===== src/inc/sstf_consts.vh =====
/*
 Constants for the synchronous serial transmit framer: register map,
 field positions, reset values, line characters, CRC polynomials, timing.
 Assumes a 100 MHz aclk and a 32-bit AXI4-Lite master.
*/
`ifndef SSTF_CONSTS_VH
`define SSTF_CONSTS_VH

`define AXI_ADDR_W 8
`define OFS_BUF 8'h00
`define OFS_CTL 8'h04
`define RESP_OKAY 2'h0
`define RESP_SLVERR 2'h2

`define B_SOM 8
`define B_EOM 9
`define B_ABORT 10
`define B_MAINT 11
`define B_CRCDIAG 12
`define B_MODE 0
`define B_TEST_LO 1
`define B_TEST_HI 2
`define B_SEND 4
`define B_DONE 7
`define B_ACTIVE 8
`define B_UNDERRUN 9

`define TM_INTERNAL 2'h1
`define FLAG_CHAR 8'h7E
`define ABORT_CHAR 8'hFF
`define CHAR_LAST 4'h7
`define CRC_LAST 4'hF
`define CRC_INIT 16'h0000
`define POLY_BYTE 16'h8005
`define POLY_BIT 16'h1021

`define CLK_PERIOD_NS 10
`define MAINT_PERIOD_NS 100000
`define BIT_CYCLES_DEF 16

`endif


===== src/sstf_tx_framer.v =====
/*
 Transmit message framer with AXI4-Lite register slave and serial output.
 Assumes a single clock, synchronous active-low reset, a compliant master,
 and a line that samples txd once per BIT_CYCLES clocks.
*/
`timescale 1ns/1ps
`include "sstf_consts.vh"
module sstf_tx_framer #(
  parameter BIT_CYCLES = `BIT_CYCLES_DEF,
  parameter MAINT_CYCLES = `MAINT_PERIOD_NS / `CLK_PERIOD_NS
) (
  input wire aclk,
  input wire aresetn,
  input wire [`AXI_ADDR_W-1:0] awaddr,
  input wire awvalid,
  output reg awready,
  input wire [31:0] wdata,
  input wire [3:0] wstrb,
  input wire wvalid,
  output reg wready,
  output reg [1:0] bresp,
  output reg bvalid,
  input wire bready,
  input wire [`AXI_ADDR_W-1:0] araddr,
  input wire arvalid,
  output reg arready,
  output reg [31:0] rdata,
  output reg [1:0] rresp,
  output reg rvalid,
  input wire rready,
  output reg txd
);
  localparam ST_IDLE = 1'b0;
  localparam ST_SHIFT = 1'b1;
  localparam [2:0] K_NONE = 3'h0;
  localparam [2:0] K_DATA = 3'h1;
  localparam [2:0] K_FLAG = 3'h2;
  localparam [2:0] K_SYNC = 3'h3;
  localparam [2:0] K_ABORT = 3'h4;
  localparam [2:0] K_CRC = 3'h5;

  // software-visible state, plus the internal buf_full flag that no read returns
  reg [7:0] tx_data;
  reg tx_start_of_message;
  reg tx_end_of_message;
  reg tx_abort_request;
  reg send_enable;
  reg byte_protocol_mode;
  reg [1:0] test_mode;
  reg tx_char_done;
  reg tx_active;
  reg tx_underrun_flag;
  reg maint_timer_bit;
  reg buf_full;

  // serialiser
  reg state;
  reg [15:0] shreg;
  reg [3:0] bits_left;
  reg [2:0] cur_kind;
  reg crc_sent;

  // bus slave
  reg aw_got;
  reg w_got;
  reg [`AXI_ADDR_W-1:0] aw_addr_q;
  reg [31:0] w_data_q;
  reg [3:0] w_strb_q;

  wire bit_tick;
  wire maint_tick;
  wire [15:0] crc_value;
  wire maint_enable = test_mode[1];

  // crc presented on the line, msb first
  function [15:0] crc_present;
    input [15:0] c;
    input byte_mode;
    integer i;
    reg [15:0] p;
    begin
      p = byte_mode ? c : ~c;
      for (i = 0; i < 16; i = i + 1) begin
        crc_present[i] = p[15 - i];
      end
    end
  endfunction

  // next character chosen at each character boundary
  reg [15:0] next_char;
  reg [3:0] next_last;
  reg [2:0] next_kind;
  reg next_go;
  reg next_underrun;

  always @* begin
    next_char = {8'h00, `FLAG_CHAR};
    next_last = `CHAR_LAST;
    next_kind = K_FLAG;
    next_go = 1'b1;
    next_underrun = 1'b0;
    if (tx_abort_request) begin
      next_char = {8'h00, `ABORT_CHAR};
      next_kind = K_ABORT;
    end else if (!send_enable && !tx_end_of_message) begin
      next_go = 1'b0;
    end else if (tx_start_of_message) begin
      if (byte_protocol_mode) begin
        next_char = {8'h00, tx_data};
        next_kind = K_SYNC;
      end else begin
        next_kind = K_FLAG;
      end
    end else if (buf_full) begin
      next_char = {8'h00, tx_data};
      next_kind = K_DATA;
    end else if (tx_end_of_message && !crc_sent) begin
      next_char = crc_present(crc_value, byte_protocol_mode);
      next_last = `CRC_LAST;
      next_kind = K_CRC;
    end else if (tx_end_of_message) begin
      if (byte_protocol_mode || !send_enable) begin
        next_go = 1'b0;
      end else begin
        next_kind = K_FLAG;
      end
    end else begin
      if (byte_protocol_mode) begin
        next_char = {8'h00, tx_data};
        next_kind = K_SYNC;
      end
      next_underrun = 1'b1;
    end
  end

  // bit leaving on this tick and whether it enters the crc
  wire boundary = (bits_left == 4'h0);
  wire out_bit = boundary ? next_char[0] : shreg[0];
  wire out_feed = boundary ? (next_kind == K_DATA) : (cur_kind == K_DATA);
  wire shift_tick = bit_tick && (state == ST_SHIFT);
  wire out_valid = !boundary || next_go;
  wire start_ok = (state == ST_IDLE) && !tx_active && send_enable &&
                  (tx_start_of_message || tx_abort_request);
  wire crc_init = start_ok || tx_start_of_message;
  wire crc_shift = shift_tick && out_valid && out_feed;

  sstf_tick #(
    .DIV(BIT_CYCLES),
    .CW(16)
  ) u_bit_tick (
    .aclk(aclk),
    .aresetn(aresetn),
    .hold(state == ST_IDLE),
    .tick(bit_tick)
  );

  sstf_tick #(
    .DIV(MAINT_CYCLES),
    .CW(24)
  ) u_maint_tick (
    .aclk(aclk),
    .aresetn(aresetn),
    .hold(!maint_enable),
    .tick(maint_tick)
  );

  sstf_crc16 u_crc (
    .aclk(aclk),
    .aresetn(aresetn),
    .init(crc_init),
    .shift_en(crc_shift),
    .bit_in(out_bit),
    .poly(byte_protocol_mode ? `POLY_BYTE : `POLY_BIT),
    .crc(crc_value)
  );

  // bus write decode
  wire wr_fire = aw_got && w_got && !bvalid;
  wire wr_buf = wr_fire && ({aw_addr_q[`AXI_ADDR_W-1:2], 2'b00} == `OFS_BUF);
  wire wr_ctl = wr_fire && ({aw_addr_q[`AXI_ADDR_W-1:2], 2'b00} == `OFS_CTL);
  wire new_som = w_strb_q[1] ? w_data_q[`B_SOM] : tx_start_of_message;

  // write channels
  always @(posedge aclk) begin
    if (!aresetn) begin
      awready <= 1'b1;
      wready <= 1'b1;
      aw_got <= 1'b0;
      w_got <= 1'b0;
      aw_addr_q <= {`AXI_ADDR_W{1'b0}};
      w_data_q <= 32'h00000000;
      w_strb_q <= 4'h0;
      bvalid <= 1'b0;
      bresp <= `RESP_OKAY;
    end else begin
      if (awvalid && awready) begin
        aw_addr_q <= awaddr;
        aw_got <= 1'b1;
        awready <= 1'b0;
      end
      if (wvalid && wready) begin
        w_data_q <= wdata;
        w_strb_q <= wstrb;
        w_got <= 1'b1;
        wready <= 1'b0;
      end
      if (wr_fire) begin
        aw_got <= 1'b0;
        w_got <= 1'b0;
        bvalid <= 1'b1;
        bresp <= (wr_buf || wr_ctl) ? `RESP_OKAY : `RESP_SLVERR;
      end
      if (bvalid && bready) begin
        bvalid <= 1'b0;
        awready <= 1'b1;
        wready <= 1'b1;
      end
    end
  end

  // read channel
  always @(posedge aclk) begin
    if (!aresetn) begin
      arready <= 1'b1;
      rvalid <= 1'b0;
      rdata <= 32'h00000000;
      rresp <= `RESP_OKAY;
    end else if (arvalid && arready) begin
      arready <= 1'b0;
      rvalid <= 1'b1;
      rresp <= `RESP_OKAY;
      rdata <= 32'h00000000;
      if ({araddr[`AXI_ADDR_W-1:2], 2'b00} == `OFS_BUF) begin
        rdata[7:0] <= tx_data;
        rdata[`B_SOM] <= tx_start_of_message;
        rdata[`B_EOM] <= tx_end_of_message;
        rdata[`B_ABORT] <= tx_abort_request;
        rdata[`B_MAINT] <= maint_enable && maint_timer_bit;
        rdata[`B_CRCDIAG] <= (test_mode == `TM_INTERNAL) &&
                             (crc_value[15] == byte_protocol_mode);
      end else if ({araddr[`AXI_ADDR_W-1:2], 2'b00} == `OFS_CTL) begin
        rdata[`B_MODE] <= byte_protocol_mode;
        rdata[`B_TEST_HI:`B_TEST_LO] <= test_mode;
        rdata[`B_SEND] <= send_enable;
        rdata[`B_DONE] <= tx_char_done;
        rdata[`B_ACTIVE] <= tx_active;
        rdata[`B_UNDERRUN] <= tx_underrun_flag;
      end else begin
        rresp <= `RESP_SLVERR;
      end
    end else if (rvalid && rready) begin
      rvalid <= 1'b0;
      arready <= 1'b1;
    end
  end

  // maintenance timer
  always @(posedge aclk) begin
    if (!aresetn || !maint_enable) begin
      maint_timer_bit <= 1'b0;
    end else if (maint_tick) begin
      maint_timer_bit <= !maint_timer_bit;
    end
  end

  // control registers and flags written by software
  always @(posedge aclk) begin
    if (!aresetn) begin
      tx_data <= 8'h00;
      tx_start_of_message <= 1'b0;
      tx_end_of_message <= 1'b0;
      tx_abort_request <= 1'b0;
      send_enable <= 1'b0;
      byte_protocol_mode <= 1'b0;
      test_mode <= 2'h0;
    end else begin
      if (wr_buf && w_strb_q[0]) begin
        tx_data <= w_data_q[7:0];
      end
      if (wr_buf && w_strb_q[1]) begin
        tx_start_of_message <= w_data_q[`B_SOM];
        tx_end_of_message <= w_data_q[`B_EOM];
        tx_abort_request <= w_data_q[`B_ABORT];
      end
      if (wr_ctl && w_strb_q[0]) begin
        byte_protocol_mode <= w_data_q[`B_MODE];
        test_mode <= w_data_q[`B_TEST_HI:`B_TEST_LO];
        send_enable <= w_data_q[`B_SEND];
      end
    end
  end

  // serialiser and hardware status
  always @(posedge aclk) begin
    if (!aresetn) begin
      state <= ST_IDLE;
      txd <= 1'b1;
      shreg <= 16'h0000;
      bits_left <= 4'h0;
      cur_kind <= K_NONE;
      crc_sent <= 1'b0;
      tx_active <= 1'b0;
      buf_full <= 1'b0;
      tx_char_done <= 1'b0;
      tx_underrun_flag <= 1'b0;
    end else begin
      if (wr_buf && w_strb_q[0]) begin
        tx_char_done <= 1'b0;
      end
      if (wr_buf && w_strb_q[1] && w_data_q[`B_SOM]) begin
        tx_underrun_flag <= 1'b0;
      end
      case (state)
        ST_IDLE: begin
          txd <= 1'b1;
          if (start_ok) begin
            state <= ST_SHIFT;
            tx_active <= 1'b1;
            bits_left <= 4'h0;
            cur_kind <= K_NONE;
            crc_sent <= 1'b0;
          end
        end
        ST_SHIFT: begin
          if (bit_tick && !boundary) begin
            txd <= shreg[0];
            shreg <= {1'b0, shreg[15:1]};
            bits_left <= bits_left - 1'b1;
          end else if (bit_tick) begin
            if (cur_kind == K_FLAG || cur_kind == K_SYNC ||
                cur_kind == K_ABORT || cur_kind == K_DATA) begin
              tx_char_done <= 1'b1;
            end
            if (next_go) begin
              txd <= next_char[0];
              shreg <= {1'b0, next_char[15:1]};
              bits_left <= next_last;
              cur_kind <= next_kind;
              if (next_kind == K_DATA) begin
                buf_full <= 1'b0;
                crc_sent <= 1'b0;
              end
              if (next_kind == K_CRC) begin
                crc_sent <= 1'b1;
              end
              if (next_underrun) begin
                tx_underrun_flag <= 1'b1;
              end
            end else begin
              state <= ST_IDLE;
              tx_active <= 1'b0;
              txd <= 1'b1;
              cur_kind <= K_NONE;
            end
          end
        end
        default: begin
          state <= ST_IDLE;
          tx_active <= 1'b0;
        end
      endcase
      if (wr_buf && w_strb_q[0]) begin
        buf_full <= !new_som;
      end
    end
  end
endmodule // sstf_tx_framer


===== src/sstf_tick.v =====
/*
 Periodic one-cycle tick generator.
 Assumes hold is a synchronous level; DIV is at least 2.
*/
`timescale 1ns/1ps
module sstf_tick #(
  parameter DIV = 16,
  parameter CW = 16
) (
  input wire aclk,
  input wire aresetn,
  input wire hold,
  output reg tick
);
  localparam [31:0] LAST_W = DIV - 1;
  localparam [CW-1:0] LAST = LAST_W[CW-1:0];
  reg [CW-1:0] cnt;

  always @(posedge aclk) begin
    if (!aresetn || hold) begin
      cnt <= {CW{1'b0}};
      tick <= 1'b0;
    end else if (cnt == LAST) begin
      cnt <= {CW{1'b0}};
      tick <= 1'b1;
    end else begin
      cnt <= cnt + 1'b1;
      tick <= 1'b0;
    end
  end
endmodule // sstf_tick


===== src/sstf_crc16.v =====
/*
 Serial 16-bit CRC register, msb feedback, selectable polynomial.
 Assumes one bit per shift_en; init has priority over shifting.
*/
`timescale 1ns/1ps
`include "sstf_consts.vh"
module sstf_crc16 (
  input wire aclk,
  input wire aresetn,
  input wire init,
  input wire shift_en,
  input wire bit_in,
  input wire [15:0] poly,
  output reg [15:0] crc
);
  always @(posedge aclk) begin
    if (!aresetn || init) begin
      crc <= `CRC_INIT;
    end else if (shift_en) begin
      crc <= {crc[14:0], 1'b0} ^ ((crc[15] ^ bit_in) ? poly : 16'h0000);
    end
  end
endmodule // sstf_crc16


===== config.mk =====
export PLATFORM = sky130hd
export DESIGN_NAME = sstf_tx_framer
export DESIGN_NICKNAME = d
export VERILOG_FILES = /design/src/sstf_tx_framer.v /design/src/sstf_tick.v /design/src/sstf_crc16.v
export VERILOG_INCLUDE_DIRS = /design/src /design/src/inc
export SDC_FILE = /design/constraint.sdc
export NUM_CORES = 1
export LEC_CHECK = 0
export BUFFER_PORTS_ARGS = -buffer_cell sky130_fd_sc_hd__buf_2
export CAP_MARGIN = 25
export CELL_PAD_IN_SITES_DETAIL_PLACEMENT = 1
export CELL_PAD_IN_SITES_GLOBAL_PLACEMENT = 2
export CORE_ASPECT_RATIO = 0.7
export CORE_MARGIN = 5
export CORE_UTILIZATION = 34
export DETAILED_ROUTE_END_ITERATION = 10
export PLACE_DENSITY = 0.82
export SETUP_SLACK_MARGIN = 0.3
export SYNTH_ARGS = -nofsm -noshare
export SYNTH_HDL_FRONTEND = slang
export SYNTH_HIERARCHICAL = 1
export SYNTH_SLANG_ARGS = --single-unit

===== constraint.sdc =====
create_clock -name aclk -period 3.6 [get_ports aclk]
set_clock_uncertainty 0.2 [all_clocks]
set_input_delay 0.72 -clock aclk [delete_from_list [all_inputs] [get_ports aclk]]
set_output_delay 0.72 -clock aclk [all_outputs]
set_load 0.02 [all_outputs]

# Word-level counts from Yosys, hierarchy flattened
# Index checks and enable logic that the tools add are counted.
[classes] n_mux=106 addsub=3 eq_ne=21 reduce_logical=65 bitwise_logic=5
[ops] cell="$mux W16" n=11
[ops] cell="$mux W1" n=60
[ops] cell="$mux W3" n=14
[ops] cell="$mux W4" n=9
[ops] cell="$add A24 B1 Y24 const B" n=1
[ops] cell="$eq A24 B14 Y1 const B" n=1
[ops] cell="$logic_and A1 B1 Y1" n=24
[ops] cell="$add A16 B1 Y16 const B" n=1
[ops] cell="$eq A16 B4 Y1 const B" n=1
[ops] cell="$mux W8" n=2
[ops] cell="$not A16 Y16" n=1
[ops] cell="$xor A16 B16 Y16" n=1
[ops] cell="$reduce_bool A2 Y1" n=7
[ops] cell="$eq A6 B1 Y1 const B" n=2
[ops] cell="$logic_not A6 Y1" n=2
[ops] cell="$logic_or A1 B1 Y1" n=11
[ops] cell="$logic_not A1 Y1" n=10
[ops] cell="$reduce_and A5 Y1" n=2
[ops] cell="$ne A3 B1 Y1 const B" n=3
[ops] cell="$reduce_and A3 Y1" n=3
[ops] cell="$mux W2" n=4
[ops] cell="$ne A2 B2 Y1 const B" n=4
[ops] cell="$pmux W1 S2" n=4
[ops] cell="$pmux W4 S2" n=1
[ops] cell="13 further kinds" n=21
[totals] elab_cells=236 reg_bits=149 out_inout_bits=42

# Logic depth before layout (Yosys ltp)
[depth] depth_word=14 depth_mapped=12

# By module
# The synthesis kept the hierarchy.
[by_module_without_submodules] module="sstf_tx_framer" cells_each=488 area_per_inst_um2=4033.9 instances=1
[by_module_without_submodules] module="sstf_tick at u_maint_tick" cells_each=132 area_per_inst_um2=1172.4 instances=1
[by_module_without_submodules] module="sstf_crc16" cells_each=95 area_per_inst_um2=904.6 instances=1
[by_module_without_submodules] module="sstf_tick at u_bit_tick" cells_each=81 area_per_inst_um2=757.0 instances=1

# Worst setup path after synthesis
# No wires, ideal clock.
[synth_timing] path_kind="flip-flop to flip-flop" from="reg byte_protocol_mode" to="reg u_crc.crc[2]" path_stages_with_launch=12 path_slack_ns=0.995 setup_ns=0.122 path_buffers=4 arrival_ns=2.284 cell_sequence="dfxtp_1 clkbuf_1 buf_2 a21oi_1 o21ai_0 nand2_1 a31oi_1 xor2_1 buf_4 buf_4 nand2_1 a221o_1"
[synth_via] elab_chain_len=11 elab_cells_between_ends=33
[synth_lines] item="from (decl)" line="sstf_tx_framer.v:48" source="reg byte_protocol_mode;"
[synth_lines] item="from (signal assigned)" line="sstf_tx_framer.v:286" source="byte_protocol_mode <= w_data_q[`B_MODE];"
[synth_lines] item="$mux W8" line="sstf_tx_framer.v:108, sstf_tx_framer.v:128"
[synth_lines] item="$mux W8" line="sstf_tx_framer.v:121" source="end else if (tx_end_of_message) begin"
[synth_lines] item="$mux W16" line="sstf_tx_framer.v:117" source="end else if (tx_end_of_message && !crc_sent) begin"
[synth_lines] item="$mux W16" line="sstf_tx_framer.v:114" source="end else if (buf_full) begin"
[synth_lines] item="$mux W16 (*)" line="sstf_tx_framer.v:107" source="end else if (tx_start_of_message) begin"
[synth_lines] item="$mux W16 (*)" line="sstf_tx_framer.v:105" source="end else if (!send_enable && !tx_end_of_message) begin"
[synth_lines] item="$mux W16 (*)" line="sstf_tx_framer.v:102" source="if (tx_abort_request) begin"
[synth_lines] item="$mux W1 (*)" line="sstf_tx_framer.v:138" source="wire out_bit = boundary ? next_char[0] : shreg[0];"
[synth_lines] item="named net out_bit" line="sstf_tx_framer.v:138"
[synth_lines] item="$xor A1 B1 Y1 (*)" line="sstf_crc16.v:20" source="crc <= {crc[14:0], 1'b0} ^ ((crc[15] ^ bit_in) ? poly : 16'h0000);"
[synth_lines] item="$mux W16 (*)" line="sstf_crc16.v:20"
[synth_lines] item="$xor A16 B16 Y16 (*)" line="sstf_crc16.v:20"
[synth_lines] item="to (signal assigned)" line="sstf_crc16.v:18" source="crc <= `CRC_INIT;"
[synth_lines] item="to (signal assigned)" line="sstf_crc16.v:20"
[synth_lines] item="to (decl)" line="sstf_crc16.v:14" source="output reg [15:0] crc"
# The timed path passes the listed nets; every way through them passes the cells marked *.
# A chain may end at the register's enable or synchronous reset.

# Worst setup path in the final report
[layout_timing] from="reg bits_left[0]" to="reg u_crc.crc[1]"
[layout_via] elab_chain_len=5 elab_cells_between_ends=10
[layout_lines] item="from (decl)" line="sstf_tx_framer.v:59" source="reg [3:0] bits_left;"
[layout_lines] item="from (signal assigned)" line="sstf_tx_framer.v:328" source="bits_left <= bits_left - 1'b1;"
[layout_lines] item="from (signal assigned)" line="sstf_tx_framer.v:337" source="bits_left <= next_last;"
[layout_lines] item="$logic_not A4 Y1 (*)" line="sstf_tx_framer.v:137" source="wire boundary = (bits_left == 4'h0);"
[layout_lines] item="$logic_not A1 Y1" line="sstf_tx_framer.v:141" source="wire out_valid = !boundary || next_go;"
[layout_lines] item="$logic_or A1 B1 Y1" line="sstf_tx_framer.v:141"
[layout_lines] item="$logic_and A1 B1 Y1" line="sstf_tx_framer.v:145" source="wire crc_shift = shift_tick && out_valid && out_feed;"
[layout_lines] item="$logic_and A1 B1 Y1 (*)" line="sstf_tx_framer.v:145"
[layout_lines] item="named net crc_shift" line="sstf_tx_framer.v:145"
# Marked as above.

==> results.txt <==
----------------------------------------------------
[Critical path]
  Required time of the critical path ... 3750 ps
  Endpoint type of the worst setup path ... flip-flop
  Arrival time worst endpoint ... 2880 ps
  Worst Setup Start Kind ... flip-flop
  Max FO, Critical Path ... 28
  CP Class ... flip-flop to flip-flop

[Synth]
  Sequential share of the synthesized area ... a little over two fifths
  Number of standard cells after synthesis ... just under 800
  Asr flop ratio synth ... 0%
  Leading register cell type out of synthesis ... dfxtp_1
  Count of synthesis-stage warnings from yosys ... 6
  Number of enable-type register cells in the synthesized netlist ... 0
  Synthesized area per cell ... 8.628 um2
  Total standard cell area after synthesis ... 6868 um2
  Total of flip-flops plus latches after synthesis ... approximately 140
  Synth cell types ... between 70 and 80

[Place]
  Number of buffers inserted by port buffering ... 52
  Total half-perimeter wirelength after legalization and detailed placement ... approximately 13000 um
  Gp weighted congestion ... ~0.76
  Cell Count Post-Placement ... 1114

[Flow run]
  Count of max-cap constraint violations ... 0

[Clock network]
  Library cell used as clock root buffer ... clkbuf_16
  Number of H-tree levels ... 4
  Number of buffers added for setup after CTS ... 0
  CTS Hold Buffers Added ... 0
  CTS sink count ... 144
  CTS max path bufs ... 2
  Total CTS buffers ... 17
  Clock insertion delay at the later pin of the skew report ... approximately 420 ps
  Post-CTS clock slew at the launch and capture registers of the worst setup and hold paths ... 60 ps
  CTS tree ... yes
  Number of gates resized after cts ... 0

[Global routing]
  Total congestion overflow ... 0
  First-pass GRT wire length ... approximately 31000 um
  Pin count of the biggest net entering global routing ... 32
  Vias in the first global route ... roughly 5900
  Aggregate global-route resource usage ... 16.38%
  Initial antenna violation count ... 0

[STA]
  Time the final worst path needs with I/O delays and setup ... approximately 2700 ps
  Final critical-path share of the clock period ... roughly three quarters
  Transition time of the tightest slew-check pin ... roughly 960 ps
  Highest clock rate ... between 300 and 400 MHz
  Total Neg Setup Slack ... 0 ps
  Final Max Slew Viols ... 0
  Hold violation total from the final report ... 0
  Normalized max-slew margin ... a little over a third
  Final setup violation count ... 0
  Unrepaired setup endpoints after global routing ... false

[Final layout]
  Combined flip-flop and latch cell area ... 2883 um2
  Proportion of layout cells with a drive suffix above 1 ... about 14%
  Area of the multi-input gates ... roughly 3700 um2
  Inserted Diodes ... 0
  Post-Layout Cell Count ... about 1100
  Area growth, synth to finish ... 16.62%
  FILL cells ... between 2000 and 2500
  Layout net count ... slightly above 900

[Routing]
  TritonRoute pass-1 iters ... 4
  Remaining antenna violation count after routing ... 0
  Count of vias placed by the detailed router ... ~5800
  Violation count after the first detailed-route iteration ... between 200 and 300
  Routed wire length per instance ... roughly 17 um
  DRC Markers ... 0
  Drt via density ... between 5 and 6
  Total routed wirelength ... 18910 um

[Floorplan]
  Site row count ... between 40 and 50
  Die Span Y ... roughly 130 um
  Horiz. Die Dim ... between 150 and 200 um
  I/O pin count ... between 100 and 150
  Core area ... 19850 um2
  Total die area ... 23190 um2
  Initial Util ... about a third

[Pwr]
  VDD IR max ... 0.0003173 V
  Power density over the cells ... between 400 and 500 nW/um2
  Static leakage ... ~0.0029 uW

[Outcome]
  Run status ... finished clean

[Worst hold path]
  Tightest Hold Check Type ... flip-flop to flip-flop

----------------------------------------------------
-- synth_stat cells, types with 15 or more instances --
master    number  share of area (%)
dfxtp_1      144                 42
nand2_1      107                5.8
nor2_1        84                4.6
a21oi_1       59                4.3
xnor2_1       39                5.0
buf_4         25                2.7
nand3_1       23                1.7
clkbuf_1      22                1.2
inv_1         19                1.0
nor4_1        17                1.5
and2_1        16                1.5
nor3_1        15                1.1
-- flip-flops by register name, indices dropped and copies added, names as in the netlist, 2 cells and up --
name,count
tx_data,8
cur_kind,3
shreg,15
bits_left,4
u_maint_tick/cnt,24
w_strb_q,2
rdata,13
test_mode,2
aw_addr_q,6
u_crc/crc,16
w_data_q,11
u_bit_tick/cnt,16
-- metrics by stage --
step	hold WS, ps	power (uW)	setup WS, ps	area (um2)	util, %
floorplan	231.9	1765	994.7	7025	-
CTS	261.8	3695	870.6	8009	40.34
detailed placement	249.7	1803	904.8	7391	37.23
global placement	243.2	1799	784.5	7380	37.17
global route	275.6	3786	637.4	8009	40.34
finish	258.9	3647	875.2	8009	40.34
-- metal layers --
layer	wire [um]	vias to the layer above	global-route usage, %
met5	0	-	0
met4	184	0	4.030
met3	618	14	3.250
met2	8260	91	25.66
met1	9845	2826	23.38
li1	-	2914	-
-- path summary, 6_finish.rpt --
| kind | startpoint | end | slack (ps) | depth (start not counted) |
|---|---|---|---|---|
| worst max-delay path | bits_left[0] | u_crc/crc[1] | 880 | 11 |
| worst max register to register | bits_left[0] | u_crc/crc[1] | 880 | 11 |
| worst min register to register | w_data_q[6] | w_data_q[6] | 260 | 2 |
| worst min-delay path | w_data_q[6] | w_data_q[6] | 260 | 2 |
-- logic make-up (layout without fill, tap and decap cells) --
group | Yosys count | count (layout) | synth area share, %
simple gates | 345 | 345 | 26.64
compound gates | 158 | 158 | 15.92
flops | 144 | 144 | 41.97
buf+inv | 81 | 116 | 6.376
xor+xnor | 47 | 47 | 5.994
mux | 16 | 16 | 2.441
fa+ha+maj | 3 | 3 | 0.5466
other cells | 2 | 44 | 0.1094
-- worst max-delay path, cell delays in order (launching register included) --
cell     delay (ps)
dfxtp_1         350
inv_1            90
ha_1            260
nor3b_1         160
buf_4           170
nor4b_1         270
a21oi_1          80
nor2_1          300
and3b_1         210
buf_4           240
and2_0          180
a221o_1         150
-- layout make-up --
cell class,instances,area share (%)
Clock buffer,23,6.093
Clock inverter,6,1.625
Inverter,20,0.9374
Multi-Input combinational cell,613,46.43
Timing Repair Buffer,67,4.702
Tap cell,270,4.218
Sequential cell,144,35.99
-- where the power goes --
part	switching (uW)	total, uW	leakage, uW	internal [uW]
sequential	17.3	1630	0.00116	1610
clock	658	1880	0.000305	1220
combinational	95.9	136	0.00146	40.4
total	771	3650	0.00293	2880
-- cell usage in the layout, fill, tap and decap left out, types with 15 or more instances in the layout --
master,netlist,final
nor2_1,84,84
nand3_1,23,23
buf_2,8,52
conb_1,2,44
a21oi_1,59,59
nor4_1,17,17
nand2_1,107,107
clkbuf_16,0,17
nor3_1,15,15
inv_1,19,19
dfxtp_1,144,144
xnor2_1,39,39
and2_1,16,16
No activity file was read; power rests on OpenSTA's default activity.
